<file path="src/inc/ftogc_pkg.sv">
// Package for the frame timing, offset and gain control block
package ftogc_pkg;
  // ****************************************
  // Register offsets
  // ****************************************
  localparam logic [7:0] A_GAIN_GR = 8'h00;
  localparam logic [7:0] A_GAIN_R  = 8'h01;
  localparam logic [7:0] A_GAIN_B  = 8'h02;
  localparam logic [7:0] A_GAIN_GB = 8'h03;
  localparam logic [7:0] A_EXPGAIN = 8'h10;
  localparam logic [7:0] A_GMODE   = 8'h11;
  localparam logic [7:0] A_CTRL    = 8'h20;
  localparam logic [7:0] A_CROWS   = 8'h21;
  localparam logic [7:0] A_VRD_H   = 8'h22;
  localparam logic [7:0] A_VRD_L   = 8'h23;
  localparam logic [7:0] A_VCW_H   = 8'h24;
  localparam logic [7:0] A_VCW_L   = 8'h25;
  localparam logic [7:0] A_SHS     = 8'h26;
  localparam logic [7:0] A_SHR     = 8'h27;
  localparam logic [7:0] A_CINT_H  = 8'h28;
  localparam logic [7:0] A_CINT_L  = 8'h29;
  localparam logic [7:0] A_STATUS  = 8'h2A;
  localparam logic [7:0] A_COL_DC  = 8'h2F;
  localparam logic [7:0] A_COL_BASE = 8'h40;
  // ****************************************
  // Field positions, counts and reset values
  // ****************************************
  localparam int CTRL_SINGLE = 0;
  localparam int CTRL_CLAMP_ON = 1;
  localparam int CTRL_CLAMP_AUTO = 2;
  localparam logic [2:0] CTRL_RST = 3'h6;
  localparam logic [11:0] ROW_EXTRA = 12'h013;
  localparam logic [10:0] DARK_SKIP = 11'h003;
  localparam logic [7:0] DARK_SAMPLE = 8'h02;
  localparam logic [5:0] COL_DC_RST = 6'h00;
  localparam logic [5:0] GAIN_RST = 6'h00;
  localparam logic [10:0] VRD_RST = 11'h40A;
  localparam logic [10:0] VCW_RST = 11'h50A;
  localparam logic [7:0] SH_RST = 8'h0A;
  localparam logic [15:0] CINT_RST = 16'h015E;
  localparam int NCOL = 64;
  // ****************************************
  // Types
  // ****************************************
  typedef enum logic [1:0] {GM_RAW, GM_LINEAR, GM_LINEAR_TWO} ftogc_gmode_t;
  typedef enum logic [1:0] {ST_IDLE, ST_INTEG, ST_READ} ftogc_st_t;
  typedef struct packed {
    logic [10:0] vrd;
    logic [10:0] vcw;
    logic [7:0]  shs;
    logic [7:0]  shr;
    logic [15:0] cint;
  } ftogc_tim_t;
  typedef struct packed {
    logic       wr;
    logic       rd;
    logic [7:0] addr;
    logic [7:0] wdata;
  } ftogc_req_t;
  typedef struct packed {
    logic [5:0] wb_gain;
    logic [5:0] exp_gain;
    logic [1:0] gain_mode;
    logic [6:0] col_offset;
  } ftogc_pix_t;
endpackage : ftogc_pkg

</file>
<file path="src/rtl/ftogc_core.sv">
// Row/frame timing, dark clamp sequencing, column offsets and gain selection
`timescale 1ns/10ps
`default_nettype none
// Notes on behaviour
// - Single frame: frame is integration plus readout
// - Row lasts vcw + shs + shr + 19 clocks
// - Single frame integration not limited by frame
// - Integration is (cint + 1) row times; continuous mode caps it at vrd rows, or one row when vrd is zero
// - Sync starts integration; idle after readout
// - Auto clamp re-runs every frame
// - Skip 3 dark rows, sample next 2
// - Clamping holds dark level, forces common mode
// - Clamp can be disabled; row count programmable
// - 64 signed-magnitude 6-bit column offsets
// - DC term added, repeats every 64 columns
// - Column DC register resets to zero
// - Four 6-bit white balance gains
// - Gain addresses: GR, R, B, GB
// - Gain writes take effect immediately
// - 6-bit exposure gain with three modes
module ftogc_core
  import ftogc_pkg::*;
(
  input  wire logic       ref_clk,
  input  wire logic       nrst,
  input  wire ftogc_req_t reg_req,
  output logic [7:0]      reg_rdata,
  input  wire logic       sync_in,
  output logic            frame_start,
  output logic            row_start,
  output logic            integ_active,
  output logic            read_active,
  output logic            clamp_active,
  output logic [16:0]     int_rows,
  output ftogc_pix_t      pix
);
  // ****************************************
  // State
  // ****************************************
  typedef struct packed {
    ftogc_st_t        st;
    logic [11:0]      cyc;
    logic [10:0]      row;
    logic [15:0]      icnt;
    logic [2:0]       sy;
    logic             sy_lvl;
    logic [3:0][5:0]  gain;
    logic [5:0]       egain;
    logic [1:0]       gmode;
    logic [2:0]       ctrl;
    logic [7:0]       crows;
    ftogc_tim_t       live;
    ftogc_tim_t       tim;
    logic [63:0][5:0] coff;
    logic [5:0]       dc;
    logic [7:0]       rdata;
    logic             fgo;
    logic             rgo;
    logic             clamp;
    logic [16:0]      irows;
    ftogc_pix_t       pix;
  } ftogc_state_t;

  ftogc_state_t q;
  ftogc_state_t d;
  logic [11:0]  row_len;
  logic         tick;
  logic         sync_ev;
  logic         single;
  logic [15:0]  cint_lim;

  function automatic logic [6:0] sm2tc(input logic [5:0] v);
    logic [6:0] m;
    m = {2'h0, v[4:0]};
    sm2tc = v[5] ? 7'(-m) : m;
  endfunction : sm2tc

  assign single = q.ctrl[CTRL_SINGLE];
  assign row_len = 12'(q.tim.vcw) + 12'(q.tim.shs) + 12'(q.tim.shr) + ROW_EXTRA;
  assign tick = (q.cyc == row_len - 12'h001);
  // Second and third stage must agree before a level counts
  assign sync_ev = (q.sy[1] == q.sy[2]) && q.sy[2] && !q.sy_lvl;
  // Continuous mode keeps integration strictly shorter than the frame, except when vrd is zero
  assign cint_lim = (q.tim.vrd == 11'h000) ? 16'h0000 : 16'(q.tim.vrd - 11'h001);

  // ****************************************
  // Next state
  // ****************************************
  always_comb
  begin
    d = q;
    d.fgo = 1'b0;
    d.rgo = 1'b0;
    d.sy = {q.sy[1:0], sync_in};
    if (q.sy[1] == q.sy[2])
    begin
      d.sy_lvl = q.sy[2];
    end
    // Register port
    if (reg_req.wr)
    begin
      if (reg_req.addr <= A_GAIN_GB)
      begin
        d.gain[reg_req.addr[1:0]] = reg_req.wdata[5:0];
      end
      else if (reg_req.addr == A_EXPGAIN)
      begin
        d.egain = reg_req.wdata[5:0];
      end
      else if (reg_req.addr == A_GMODE)
      begin
        d.gmode = (reg_req.wdata[1:0] == 2'h3) ? GM_RAW : reg_req.wdata[1:0];
      end
      else if (reg_req.addr == A_CTRL)
      begin
        d.ctrl = reg_req.wdata[2:0];
      end
      else if (reg_req.addr == A_CROWS)
      begin
        d.crows = reg_req.wdata;
      end
      else if (reg_req.addr == A_VRD_H)
      begin
        d.live.vrd[10:8] = reg_req.wdata[2:0];
      end
      else if (reg_req.addr == A_VRD_L)
      begin
        d.live.vrd[7:0] = reg_req.wdata;
      end
      else if (reg_req.addr == A_VCW_H)
      begin
        d.live.vcw[10:8] = reg_req.wdata[2:0];
      end
      else if (reg_req.addr == A_VCW_L)
      begin
        d.live.vcw[7:0] = reg_req.wdata;
      end
      else if (reg_req.addr == A_SHS)
      begin
        d.live.shs = reg_req.wdata;
      end
      else if (reg_req.addr == A_SHR)
      begin
        d.live.shr = reg_req.wdata;
      end
      else if (reg_req.addr == A_CINT_H)
      begin
        d.live.cint[15:8] = reg_req.wdata;
      end
      else if (reg_req.addr == A_CINT_L)
      begin
        d.live.cint[7:0] = reg_req.wdata;
      end
      else if (reg_req.addr == A_COL_DC)
      begin
        d.dc = reg_req.wdata[5:0];
      end
      else if (reg_req.addr >= A_COL_BASE && reg_req.addr < A_COL_BASE + 8'(NCOL))
      begin
        d.coff[reg_req.addr[5:0]] = reg_req.wdata[5:0];
      end
    end
    if (reg_req.rd)
    begin
      if (reg_req.addr <= A_GAIN_GB)
      begin
        d.rdata = {2'h0, q.gain[reg_req.addr[1:0]]};
      end
      else if (reg_req.addr == A_EXPGAIN)
      begin
        d.rdata = {2'h0, q.egain};
      end
      else if (reg_req.addr == A_GMODE)
      begin
        d.rdata = {6'h00, q.gmode};
      end
      else if (reg_req.addr == A_CTRL)
      begin
        d.rdata = {5'h00, q.ctrl};
      end
      else if (reg_req.addr == A_CROWS)
      begin
        d.rdata = q.crows;
      end
      else if (reg_req.addr == A_VRD_H)
      begin
        d.rdata = {5'h00, q.live.vrd[10:8]};
      end
      else if (reg_req.addr == A_VRD_L)
      begin
        d.rdata = q.live.vrd[7:0];
      end
      else if (reg_req.addr == A_VCW_H)
      begin
        d.rdata = {5'h00, q.live.vcw[10:8]};
      end
      else if (reg_req.addr == A_VCW_L)
      begin
        d.rdata = q.live.vcw[7:0];
      end
      else if (reg_req.addr == A_SHS)
      begin
        d.rdata = q.live.shs;
      end
      else if (reg_req.addr == A_SHR)
      begin
        d.rdata = q.live.shr;
      end
      else if (reg_req.addr == A_CINT_H)
      begin
        d.rdata = q.live.cint[15:8];
      end
      else if (reg_req.addr == A_CINT_L)
      begin
        d.rdata = q.live.cint[7:0];
      end
      else if (reg_req.addr == A_STATUS)
      begin
        d.rdata = {4'h0, q.clamp, q.sy_lvl, q.st};
      end
      else if (reg_req.addr == A_COL_DC)
      begin
        d.rdata = {2'h0, q.dc};
      end
      else if (reg_req.addr >= A_COL_BASE && reg_req.addr < A_COL_BASE + 8'(NCOL))
      begin
        d.rdata = {2'h0, q.coff[reg_req.addr[5:0]]};
      end
      else
      begin
        d.rdata = 8'h00;
      end
    end
    // Row and frame sequencing
    d.cyc = (q.st == ST_IDLE || tick) ? 12'h000 : q.cyc + 12'h001;
    d.rgo = (q.st != ST_IDLE) && tick;
    case (q.st)
      ST_IDLE:
      begin
        d.row = 11'h000;
        d.icnt = 16'h0000;
        if (!single)
        begin
          d.st = ST_READ;
          d.tim = q.live;
          d.fgo = 1'b1;
        end
        else if (sync_ev)
        begin
          d.st = ST_INTEG;
          d.tim = q.live;
        end
      end
      ST_INTEG:
      begin
        if (tick)
        begin
          if (q.icnt == q.tim.cint)
          begin
            d.st = ST_READ;
            d.fgo = 1'b1;
          end
          else
          begin
            d.icnt = q.icnt + 16'h0001;
          end
        end
      end
      ST_READ:
      begin
        if (tick)
        begin
          if (q.row == q.tim.vrd)
          begin
            d.row = 11'h000;
            if (single)
            begin
              d.st = ST_IDLE;
            end
            else
            begin
              d.tim = q.live;
              d.fgo = 1'b1;
            end
          end
          else
          begin
            d.row = q.row + 11'h001;
          end
        end
      end
      default:
      begin
        d.st = ST_IDLE;
      end
    endcase
    // A change of capture mode drops the frame in flight, so a host that leaves
    // the default continuous mode never waits out a long reset-size frame
    if (reg_req.wr && reg_req.addr == A_CTRL && reg_req.wdata[CTRL_SINGLE] != single)
    begin
      d.st = ST_IDLE;
      d.fgo = 1'b0;
    end
    // Integration in effect, counted in rows
    if (single)
    begin
      d.irows = 17'(q.tim.cint) + 17'h00001;
    end
    else
    begin
      d.irows = ((q.tim.cint > cint_lim) ? 17'(cint_lim) : 17'(q.tim.cint)) + 17'h00001;
    end
    // Dark rows sit at the top of every frame, so the clamp re-runs each frame
    d.clamp = 1'b0;
    if (q.st == ST_READ && q.ctrl[CTRL_CLAMP_ON] && q.row >= DARK_SKIP)
    begin
      if (q.ctrl[CTRL_CLAMP_AUTO])
      begin
        d.clamp = (q.row < DARK_SKIP + 11'(DARK_SAMPLE));
      end
      else
      begin
        d.clamp = (q.row < DARK_SKIP + 11'(q.crows));
      end
    end
    // Pixel path: offset index wraps every 64 columns
    d.pix.col_offset = sm2tc(q.coff[q.cyc[5:0]]) + sm2tc(q.dc);
    d.pix.wb_gain = q.gain[{q.row[0], q.cyc[0]}];
    d.pix.exp_gain = q.egain;
    d.pix.gain_mode = q.gmode;
  end

  always_ff @(posedge ref_clk or negedge nrst)
  begin
    if (!nrst)
    begin
      q <= '0;
      q.st <= ST_IDLE;
      q.gain <= {4{GAIN_RST}};
      q.ctrl <= CTRL_RST;
      q.crows <= DARK_SAMPLE;
      q.live <= {VRD_RST, VCW_RST, SH_RST, SH_RST, CINT_RST};
      q.tim <= {VRD_RST, VCW_RST, SH_RST, SH_RST, CINT_RST};
      q.dc <= COL_DC_RST;
    end
    else
    begin
      q <= d;
    end
  end

  assign reg_rdata = q.rdata;
  assign frame_start = q.fgo;
  assign row_start = q.rgo;
  assign integ_active = (q.st == ST_INTEG);
  assign read_active = (q.st == ST_READ);
  assign clamp_active = q.clamp;
  assign int_rows = q.irows;
  assign pix = q.pix;

  // ****************************************
  // Assertions
  // ****************************************
  logic [11:0] gap_q;
  always_ff @(posedge ref_clk or negedge nrst)
  begin
    if (!nrst)
    begin
      gap_q <= 12'h000;
    end
    else
    begin
      // Held at zero while idle so the first row of a frame is timed from its start
      gap_q <= q.rgo ? 12'h001 : ((q.st == ST_IDLE) ? 12'h000 : gap_q + 12'h001);
    end
  end
endmodule : ftogc_core
`default_nettype wire

</file>
<file path="config.mk">
export PLATFORM = sky130hd
export DESIGN_NAME = ftogc_core
export DESIGN_NICKNAME = d
export VERILOG_FILES = /design/src/inc/ftogc_pkg.sv /design/src/rtl/ftogc_core.sv
export SDC_FILE = /design/constraint.sdc
export NUM_CORES = 1
export LEC_CHECK = 0
export ABC_AREA = 1
export BUFFER_PORTS_ARGS = -buffer_cell sky130_fd_sc_hd__buf_2
export CORE_MARGIN = 4
export CORE_UTILIZATION = 30
export CTS_CLUSTER_DIAMETER = 100
export DETAILED_ROUTE_END_ITERATION = 12
export PLACE_DENSITY = 0.44
export SYNTH_ARGS = -nofsm -noshare
export SYNTH_HDL_FRONTEND = slang
export SYNTH_SLANG_ARGS = --single-unit
</file>
<file path="constraint.sdc">
create_clock -name ref_clk -period 8.52 [get_ports ref_clk]
set_clock_uncertainty 0.2 [all_clocks]
set_input_delay 0.426 -clock ref_clk [delete_from_list [all_inputs] [get_ports ref_clk]]
set_output_delay 0.426 -clock ref_clk [all_outputs]
set_load 0.05 [all_outputs]
</file>
# Word level (Yosys, flattened, before mapping)
# Cells that the tools add are included.
dict set report totals {
  register_bits 635
  latchBits 0
  mem_bits_rw 0
  mem_bits_ro 0
  inputBits 21
  output_inout_bits 51
  elab_cells 279
  memories 0
}
dict set report classes {
  add_sub_neg 14
  multipliers 0
  div 0
  magnitude_cmp 13
  n_eq_ne 34
  n_shift 0
  mux 67
  bitwise 14
  n_reduce_logical 36
}
# operator n
set op_table {}
lappend op_table {{384-bit bitwise mux} 1}
lappend op_table {{54-bit 2-to-1 mux} 5}
lappend op_table {{54-bit case mux with 2 select lines} 1}
lappend op_table {{8-bit 2-to-1 mux} 13}
lappend op_table {{8-bit by 6-bit equality test with 1-bit output (second input constant)} 12}
lappend op_table {{6-bit binary-select mux with 6-bit select} 2}
lappend op_table {{16-bit 2-to-1 mux} 4}
lappend op_table {{6-bit 2-to-1 mux} 9}
lappend op_table {{6-bit demux with 6-bit select} 1}
lappend op_table {{16-bit by 1-bit adder with 17-bit output (second input constant)} 2}
lappend op_table {{16-bit case mux with 2 select lines} 1}
lappend op_table {{6-bit binary-select mux with 2-bit select} 2}
lappend op_table {{24-bit bitwise mux} 1}
lappend op_table {{11-bit 2-to-1 mux} 2}
lappend op_table {{11-bit case mux with 2 select lines} 1}
lappend op_table {{2-bit 2-to-1 mux} 9}
lappend op_table {{17-bit 2-to-1 mux} 1}
lappend op_table {{16-bit by 1-bit adder with 16-bit output (second input constant)} 1}
lappend op_table {{16-bit equality test} 1}
lappend op_table {{8-bit by 5-bit equality test with 1-bit output (second input constant)} 2}
lappend op_table {{16-bit > comparator} 1}
lappend op_table {{16-bit AND reduction} 1}
lappend op_table {{3-bit by 1-bit != test with 1-bit output (second input constant)} 5}
lappend op_table {{15-bit AND reduction} 1}
lappend op_table {{56 further kinds} 99}

# Depth between registers and ports, before layout
# Gate-level depths: netlist (run 1).
dict set report depth {
  ltp_word 18
  ltp_mapped 27
}

# Worst setup path after synthesis (run 1)
# No wires, ideal clock.
dict set report synth_path {
  path_kind {flip-flop to flip-flop}
  from {register q[458] (netlist name)}
  to {register q[444] (netlist name)}
  setup_time_ns 0.130
  arrival_ns 3.546
  required_ns 8.190
  path_slack_ns 4.643
  path_stages_with_launch 20
  n_path_buf 1
  period_less_slack_ns 3.877
  cell_sequence {dfstp_2 -> inv_1 -> fa_1 -> fa_1 -> inv_1 -> ha_1 -> a21oi_1 -> nand2_1 -> nand2_1 -> o211ai_2 -> xor2_1 -> or2_2 -> nor3b_2 -> nand2_1 -> nand2_1 -> nand2_2 -> nor2_4 -> nand2_2 -> clkbuf_1 -> o21ai_1}
}
dict set report synth_via {
  elab_chain_cells 6
}
# item line
set synth_rtl {}
lappend synth_rtl {{start, declared} ftogc_core.sv:64} ;# ftogc_state_t q;
lappend synth_rtl {{12-bit by 8-bit adder with 12-bit output} ftogc_core.sv:79} ;# assign row_len = 12'(q.tim.vcw) + 12'(q.tim.shs) + 12'(q.tim.shr) + ROW_EXTRA;
lappend synth_rtl {{12-bit by 5-bit adder with 12-bit output} ftogc_core.sv:79}
lappend synth_rtl {{12-bit by 1-bit subtractor with 12-bit output} ftogc_core.sv:80} ;# assign tick = (q.cyc == row_len - 12'h001);
lappend synth_rtl {{12-bit equality test} ftogc_core.sv:80}
lappend synth_rtl {{2-bit by 1-bit != test with 1-bit output (no line)} n/a}
lappend synth_rtl {{5-bit AND reduction (no line)} n/a}
# Every way passes these cells.
# A chain may end at the register's enable or synchronous reset.

==> results.yml, run 1 <==
synthesis:
  yosys_warnings: 0
  synth_nets: 4647
  yosys.area.top_type: "dfrtp_1"
  synth.yosys.seq_area_share_pct: 45.8
  ys.flop_type: "dfrtp_1"
  synth-seq-cells: 635
  synthTopCellsByArea: "dfrtp_1, nand2_1, o21ai_0"
  synth.distinct_cells: 55
  async_reset_ff_share_pct: 100
  syn_area_per_cell_sq_um: 7.63
  synth_area_sq_um: 34800
  synth_cells: 4557
  synth-edff-count: 0
  yosysTopAreaCellShare_pct: 43.0
grt:
  grt_pass1_wl_microns: 203000
  overflow: 0
  grt_pass1_vias: 30300
  antenna_found_initial: 0
  grt_max_degree: 182
  track_usage_pct: 21.9
cts:
  cts_buffers: 79
  clk_pin_slew_ns: 0.06
  clock-root-buffer: "clkbuf_16"
  ctsResizeCount: 0
  cts.sinks: 635
  cts_hold_buf: 10
  h-tree-depth: 3
  cts_setup_buffers: 0
  worstSkewPairLatency_ns: 0.66
  cts_tree: "done"
  clock_path_buffers: 3
setup_path:
  r2r-end: "pix[6]"
  cp-start-kind: "flop"
  rr_startpoint: "q[622]"
  worstSetupPathType: "flop to flop"
  cp.arrival_ns: 6.18
  end_kind: "flop"
  timing.reg2reg.setup_slack_ns: 2.67
  cp_max_fo: 53
  cp.required_ns: 8.85
  ff2ff_path_depth: 17
status:
  violations: "capacitance limit"
  status: "finished, violations left"
drt:
  post_drt_via_cell_ratio: 5.22
  vias: 31300
  routed_wl_microns: 135000
  ant_nets: 0
  wire_per_inst_microns: 22.4
  drt_iter0_drc: 3043
  drc: 0
  firstDrtPassIters: 5
layout:
  nets: 4512
  syn2layout_area_growth_pct: 11.3
  fillers: 12100
  layout_commonest_cell: "nand2_1"
  layout_common_cells: "nand2_1, o21ai_0, dfrtp_1"
  drive_above_1_share_pct: 7.40
  final_core_util_pct: 33.8
sta:
  relSlewSlack_pct: 0.632
  setup_viol: 0
  max_freq_ghz: 0.171
  rsz0062_at_grt: "no"
  finalCriticalPeriod_ns: 5.85
  finalHoldViolations: 0
  setup_tns_ns: 0
  maxSlewViolCount: 0
  period_share_pct: 68.6
  worst_pin_slew_ns: 1.49
worst_hold_path:
  min_path_cells: 4
  holdCritStartpoint: "reg_req[16]"
  hold_class: "input port to flop"
  min_to: "reg_rdata[6]"
pwr:
  power.density_nw_per_um2: 319
  ir_drop_v: 0.000210
  p_leak_uw: 0.0171
floorplan:
  die_y_microns: 349
  initial_utilization_pct: 30.3
  io_pins: 72
  die_x_microns: 349
  core-area_sq_um: 115000
  rows: 124
  dieArea_sq_um: 121000
run:
  maxCapViolCount: 1
place:
  place_congestion: 0.855
  place_hpwl_microns: 87300
  io_buffers: 71
[per-layer routing]
layer / up-vias / track usage [%] / wire (microns)
met3: 175 / 2.87 / 7210
met4: 0 / 6.33 / 3470
li1: 14900 / - / -
met1: 15300 / 30.4 / 61600
met5: - / 0 / 0
met2: 951 / 35.8 / 62300
[sequential cells by signal, summed over array words and instances (netlist names)]
name / cells
d: 10
q: 576
pix: 21
row_start: 1
frame_start: 1
int_rows: 17
reg_rdata: 8
clamp_active: 1
[report_power, final]
part | internal [uW] | switching [uW]
clock network | 2170 | 1410
logic | 1510 | 3550
registers | 3370 | 359
[worst max-delay path: stages (launching register included)]
cell	delay, ns
dfrtp_4	0.93
clkinv_2	0.94
a32o_1	0.57
o21ai_0	0.26
o22ai_1	0.12
o211ai_1	0.53
nand2_1	0.31
nand2_1	0.14
o21a_1	0.17
inv_1	0.07
fa_1	0.45
o31ai_1	0.38
nand2_1	0.11
nand2_1	0.08
a21oi_1	0.07
xor2_1	0.15
xnor2_1	0.17
inv_1	0.05
[per-stage QoR]
step	std cells	power [uW]	area, sq um	hold WS, ns	setup WS (ns)
after floorplan	4557	7390	34800	-0.0696	4.64
after global placement	5843	8850	35900	0.145	2.82
after detailed placement	5843	8850	35900	0.143	2.86
after CTS	5996	12500	38700	0.0248	2.83
after global routing	5996	13200	38700	0.109	2.40
final	5997	12400	38700	0.0760	2.67
[cell usage after synthesis, types with 4 or more instances]
cell type  number
a211oi_1        7
a21oi_1       129
a21oi_2         7
a221oi_1       14
a22oi_1        85
a31oi_1         6
a32o_1         10
buf_1          14
buf_2          53
buf_4          50
buf_6           6
clkbuf_1      218
clkinv_1        4
dfrtp_1       598
dfstp_2        37
fa_1           10
ha_1           59
inv_1         293
nand2_1      1310
nand2_2         6
nand3_1       126
nand3b_1        5
nand4_1        58
nor2_1        316
nor2_2          9
nor3_1         42
nor3b_1         6
nor4_1         11
o2111ai_1       5
o211ai_1       21
o21a_1          4
o21ai_0       792
o21ai_1        35
o221ai_1       18
o22ai_1        72
o31ai_1         6
or2_2           4
xnor2_1        18
xor2_1         69
[worst max path at each step]
stage | from | endpoint | slack, ns | cells after the start
floorplan | q[458] | q[444] | 4.64 | 19
global placement | q[622] | pix[6] | 2.82 | 17
detailed placement | q[622] | pix[6] | 2.86 | 17
CTS | q[622] | pix[6] | 2.83 | 17
global route | q[622] | pix[6] | 2.40 | 17
finish | q[622] | pix[6] | 2.67 | 17
[area by class of cell]
cell class	instances	area, sq um	share of cell area (%)
clock inverter	25	353	0.911
inverter	300	1130	2.92
clock buffer	118	2380	6.14
sequential	635	15900	41.2
tap	1512	1890	4.89
antenna	1	2.50	0.00646
timing repair buffer	126	841	2.17
multi-input combinational	3280	16200	41.8
[kinds of logic (layout without fill, tap and decap cells)]
| logic type | after synthesis | count (layout) | synth area share, % |
|---|---|---|---|
| simple gates | 1903 | 1903 | 22.0 |
| xor+xnor | 87 | 87 | 2.19 |
| buf+inv | 642 | 569 | 7.79 |
| compound gates | 1221 | 1221 | 19.5 |
| other cells | 0 | 1 | 0 |
| fa+ha+maj | 69 | 69 | 2.70 |
| flops | 635 | 635 | 45.8 |
Note: power is estimated with default switching activity, not from simulation.
==> run 2: changes to the inputs <==
Clock period 8.52 ns to 5.6 ns, I/O delays scaled along.
==> run 2 against run 1 <==
Compared with the run above: the flow now finishes without violations; core utilization rose by 0.63 points; via count rose by 0.35%; combinational power rose by 59%; sequential share of layout area fell by 0.75 points; flip-flop and latch count did not move; fmax rose by 22%; power rose by 56%; non-clock buffer count rose by 54; count of clock-buffer cells in the layout rose by 5; die area did not move.
==> results.yml, run 2 (synthesized netlist as in run 1, its figures left out) <==
setup_path:
  worstSetupPathType: "flop to flop"
  ff2ff_path_depth: 20
  cp.arrival_ns: 5.13
  timing.reg2reg.setup_slack_ns: 0.80
  cp-start-kind: "flop"
  cp_max_fo: 44
  end_kind: "flop"
  rr_startpoint: "q[458]"
  cp.required_ns: 5.93
  r2r-end: "q[482]"
layout:
  final_core_util_pct: 34.4
  largest_register: "q"
  layout_commonest_cell: "nand2_1"
  largest_register_ffs: 576
  drive_above_1_share_pct: 8.62
  syn2layout_area_growth_pct: 13.4
  antenna_cells: 0
  fillers: 12100
  fin_cells: 6057
  nets: 4568
  layout_common_cells: "nand2_1, o21ai_0, dfrtp_1"
drt:
  wire_per_inst_microns: 22.3
  drt_iter0_drc: 2672
  post_drt_via_cell_ratio: 5.19
  vias: 31400
  met1_length_microns: 62100
  firstDrtPassIters: 6
  wl_met2_microns: 61500
  drc: 0
  routed_wl_microns: 135000
  ant_nets: 0
  routed.top_layer: "met4"
  wl_met3_microns: 7350
pwr:
  ir_drop_v: 0.000277
  p_leak_uw: 0.0174
  power.density_nw_per_um2: 489
run:
  maxCapViolCount: 0
sta:
  relSlewSlack_pct: 29.5
  period_share_pct: 85.6
  setup_tns_ns: 0
  finalHoldViolations: 0
  rsz0062_at_grt: "no"
  max_freq_ghz: 0.209
  finalCriticalPeriod_ns: 4.80
  worst_pin_slew_ns: 1.05
  setup_viol: 0
  maxSlewViolCount: 0
  layout_setup_ws_ns: 0.805
grt:
  grt_pass1_wl_microns: 204000
  track_usage_pct: 22.0
  grt_pass1_vias: 30700
  antenna_found_initial: 2
  overflow: 0
  grt_max_degree: 146
place:
  dp_cells: 5895
  place_hpwl_microns: 91000
  pre_cts_ws_ns: 0.770
  io_buffers: 71
  place_congestion: 0.861
floorplan:
  dieArea_sq_um: 121000
  core-area_sq_um: 115000
  initial_utilization_pct: 30.3
  io_pins: 72
  die_x_microns: 349
  rows: 124
  die_y_microns: 349
cts:
  cts_buffers: 81
  cts_tree: "done"
  cts_setup_buffers: 0
  h-tree-depth: 3
  cts_hold_buf: 12
  clock_path_buffers: 3
  cts.sinks: 635
  clock-root-buffer: "clkbuf_16"
  worstSkewPairLatency_ns: 0.66
  clk_pin_slew_ns: 0.05
  ctsResizeCount: 0
worst_hold_path:
  holdCritStartpoint: "reg_req[17]"
  hold_class: "input port to flop"
  min_path_cells: 3
  min_to: "d[8]"
status:
  status: "finished clean"
## run 2: worst max path at each step
stage | startpoint | to
6_report | q[458] | q[482]
5_1_grt | q[484] | int_rows[16]
4_1_cts | q[458] | q[482]
3_5_place_dp | q[456] | q[482]
3_3_place_gp | q[458] | q[482]
2_1_floorplan | q[458] | q[444]
## run 2: power by group
part,switching (uW),internal [uW]
Combinational,5560,2460
Sequential,433,5130
Clock,2150,3540
## run 2: per-stage QoR
step	hold slack, ns	area, sq um	power (uW)
4_1_cts	0.0198	39400	19500
6_report	0.0673	39400	19300
5_1_grt	0.0591	39400	20600
3_3_place_gp	0.0881	36400	13600
2_1_floorplan	-0.216	34800	11200
3_5_place_dp	0.0862	36400	13700
## run 2: critical path, stage by stage, from the launching register on
cell and delay [ns]:
dfstp_2 0.53, inv_1 0.05, fa_1 0.53, inv_1 0.05
ha_1 0.29, inv_1 0.06, fa_1 0.48, xnor2_1 0.14
nor4_1 0.36, nand3b_1 0.14, nor3_2 0.16, nand4_1 0.12
nor2_1 0.12, nand2_1 0.14, nand2_1 0.11, nand2_2 0.22
nor2_4 0.19, nand2_4 0.29, buf_4 0.33, nor2_2 0.12
a21oi_2 0.03
## run 2: routing by layer
metal  vias up  GRT usage, %
met5         -             0
met4         0          6.46
met3       178          3.18
met2       970          35.6
met1     15300          30.5
li1      15000             -
## run 2: layout make-up
type | count | area, sq um | area share [%]
Multi-Input combinational cell | 3280 | 16200 | 41.0
Tap cell | 1512 | 1890 | 4.80
Clock buffer | 123 | 2460 | 6.24
Inverter | 300 | 1130 | 2.87
Timing Repair Buffer | 180 | 1390 | 3.53
Sequential cell | 635 | 15900 | 40.4
Clock inverter | 27 | 440 | 1.12
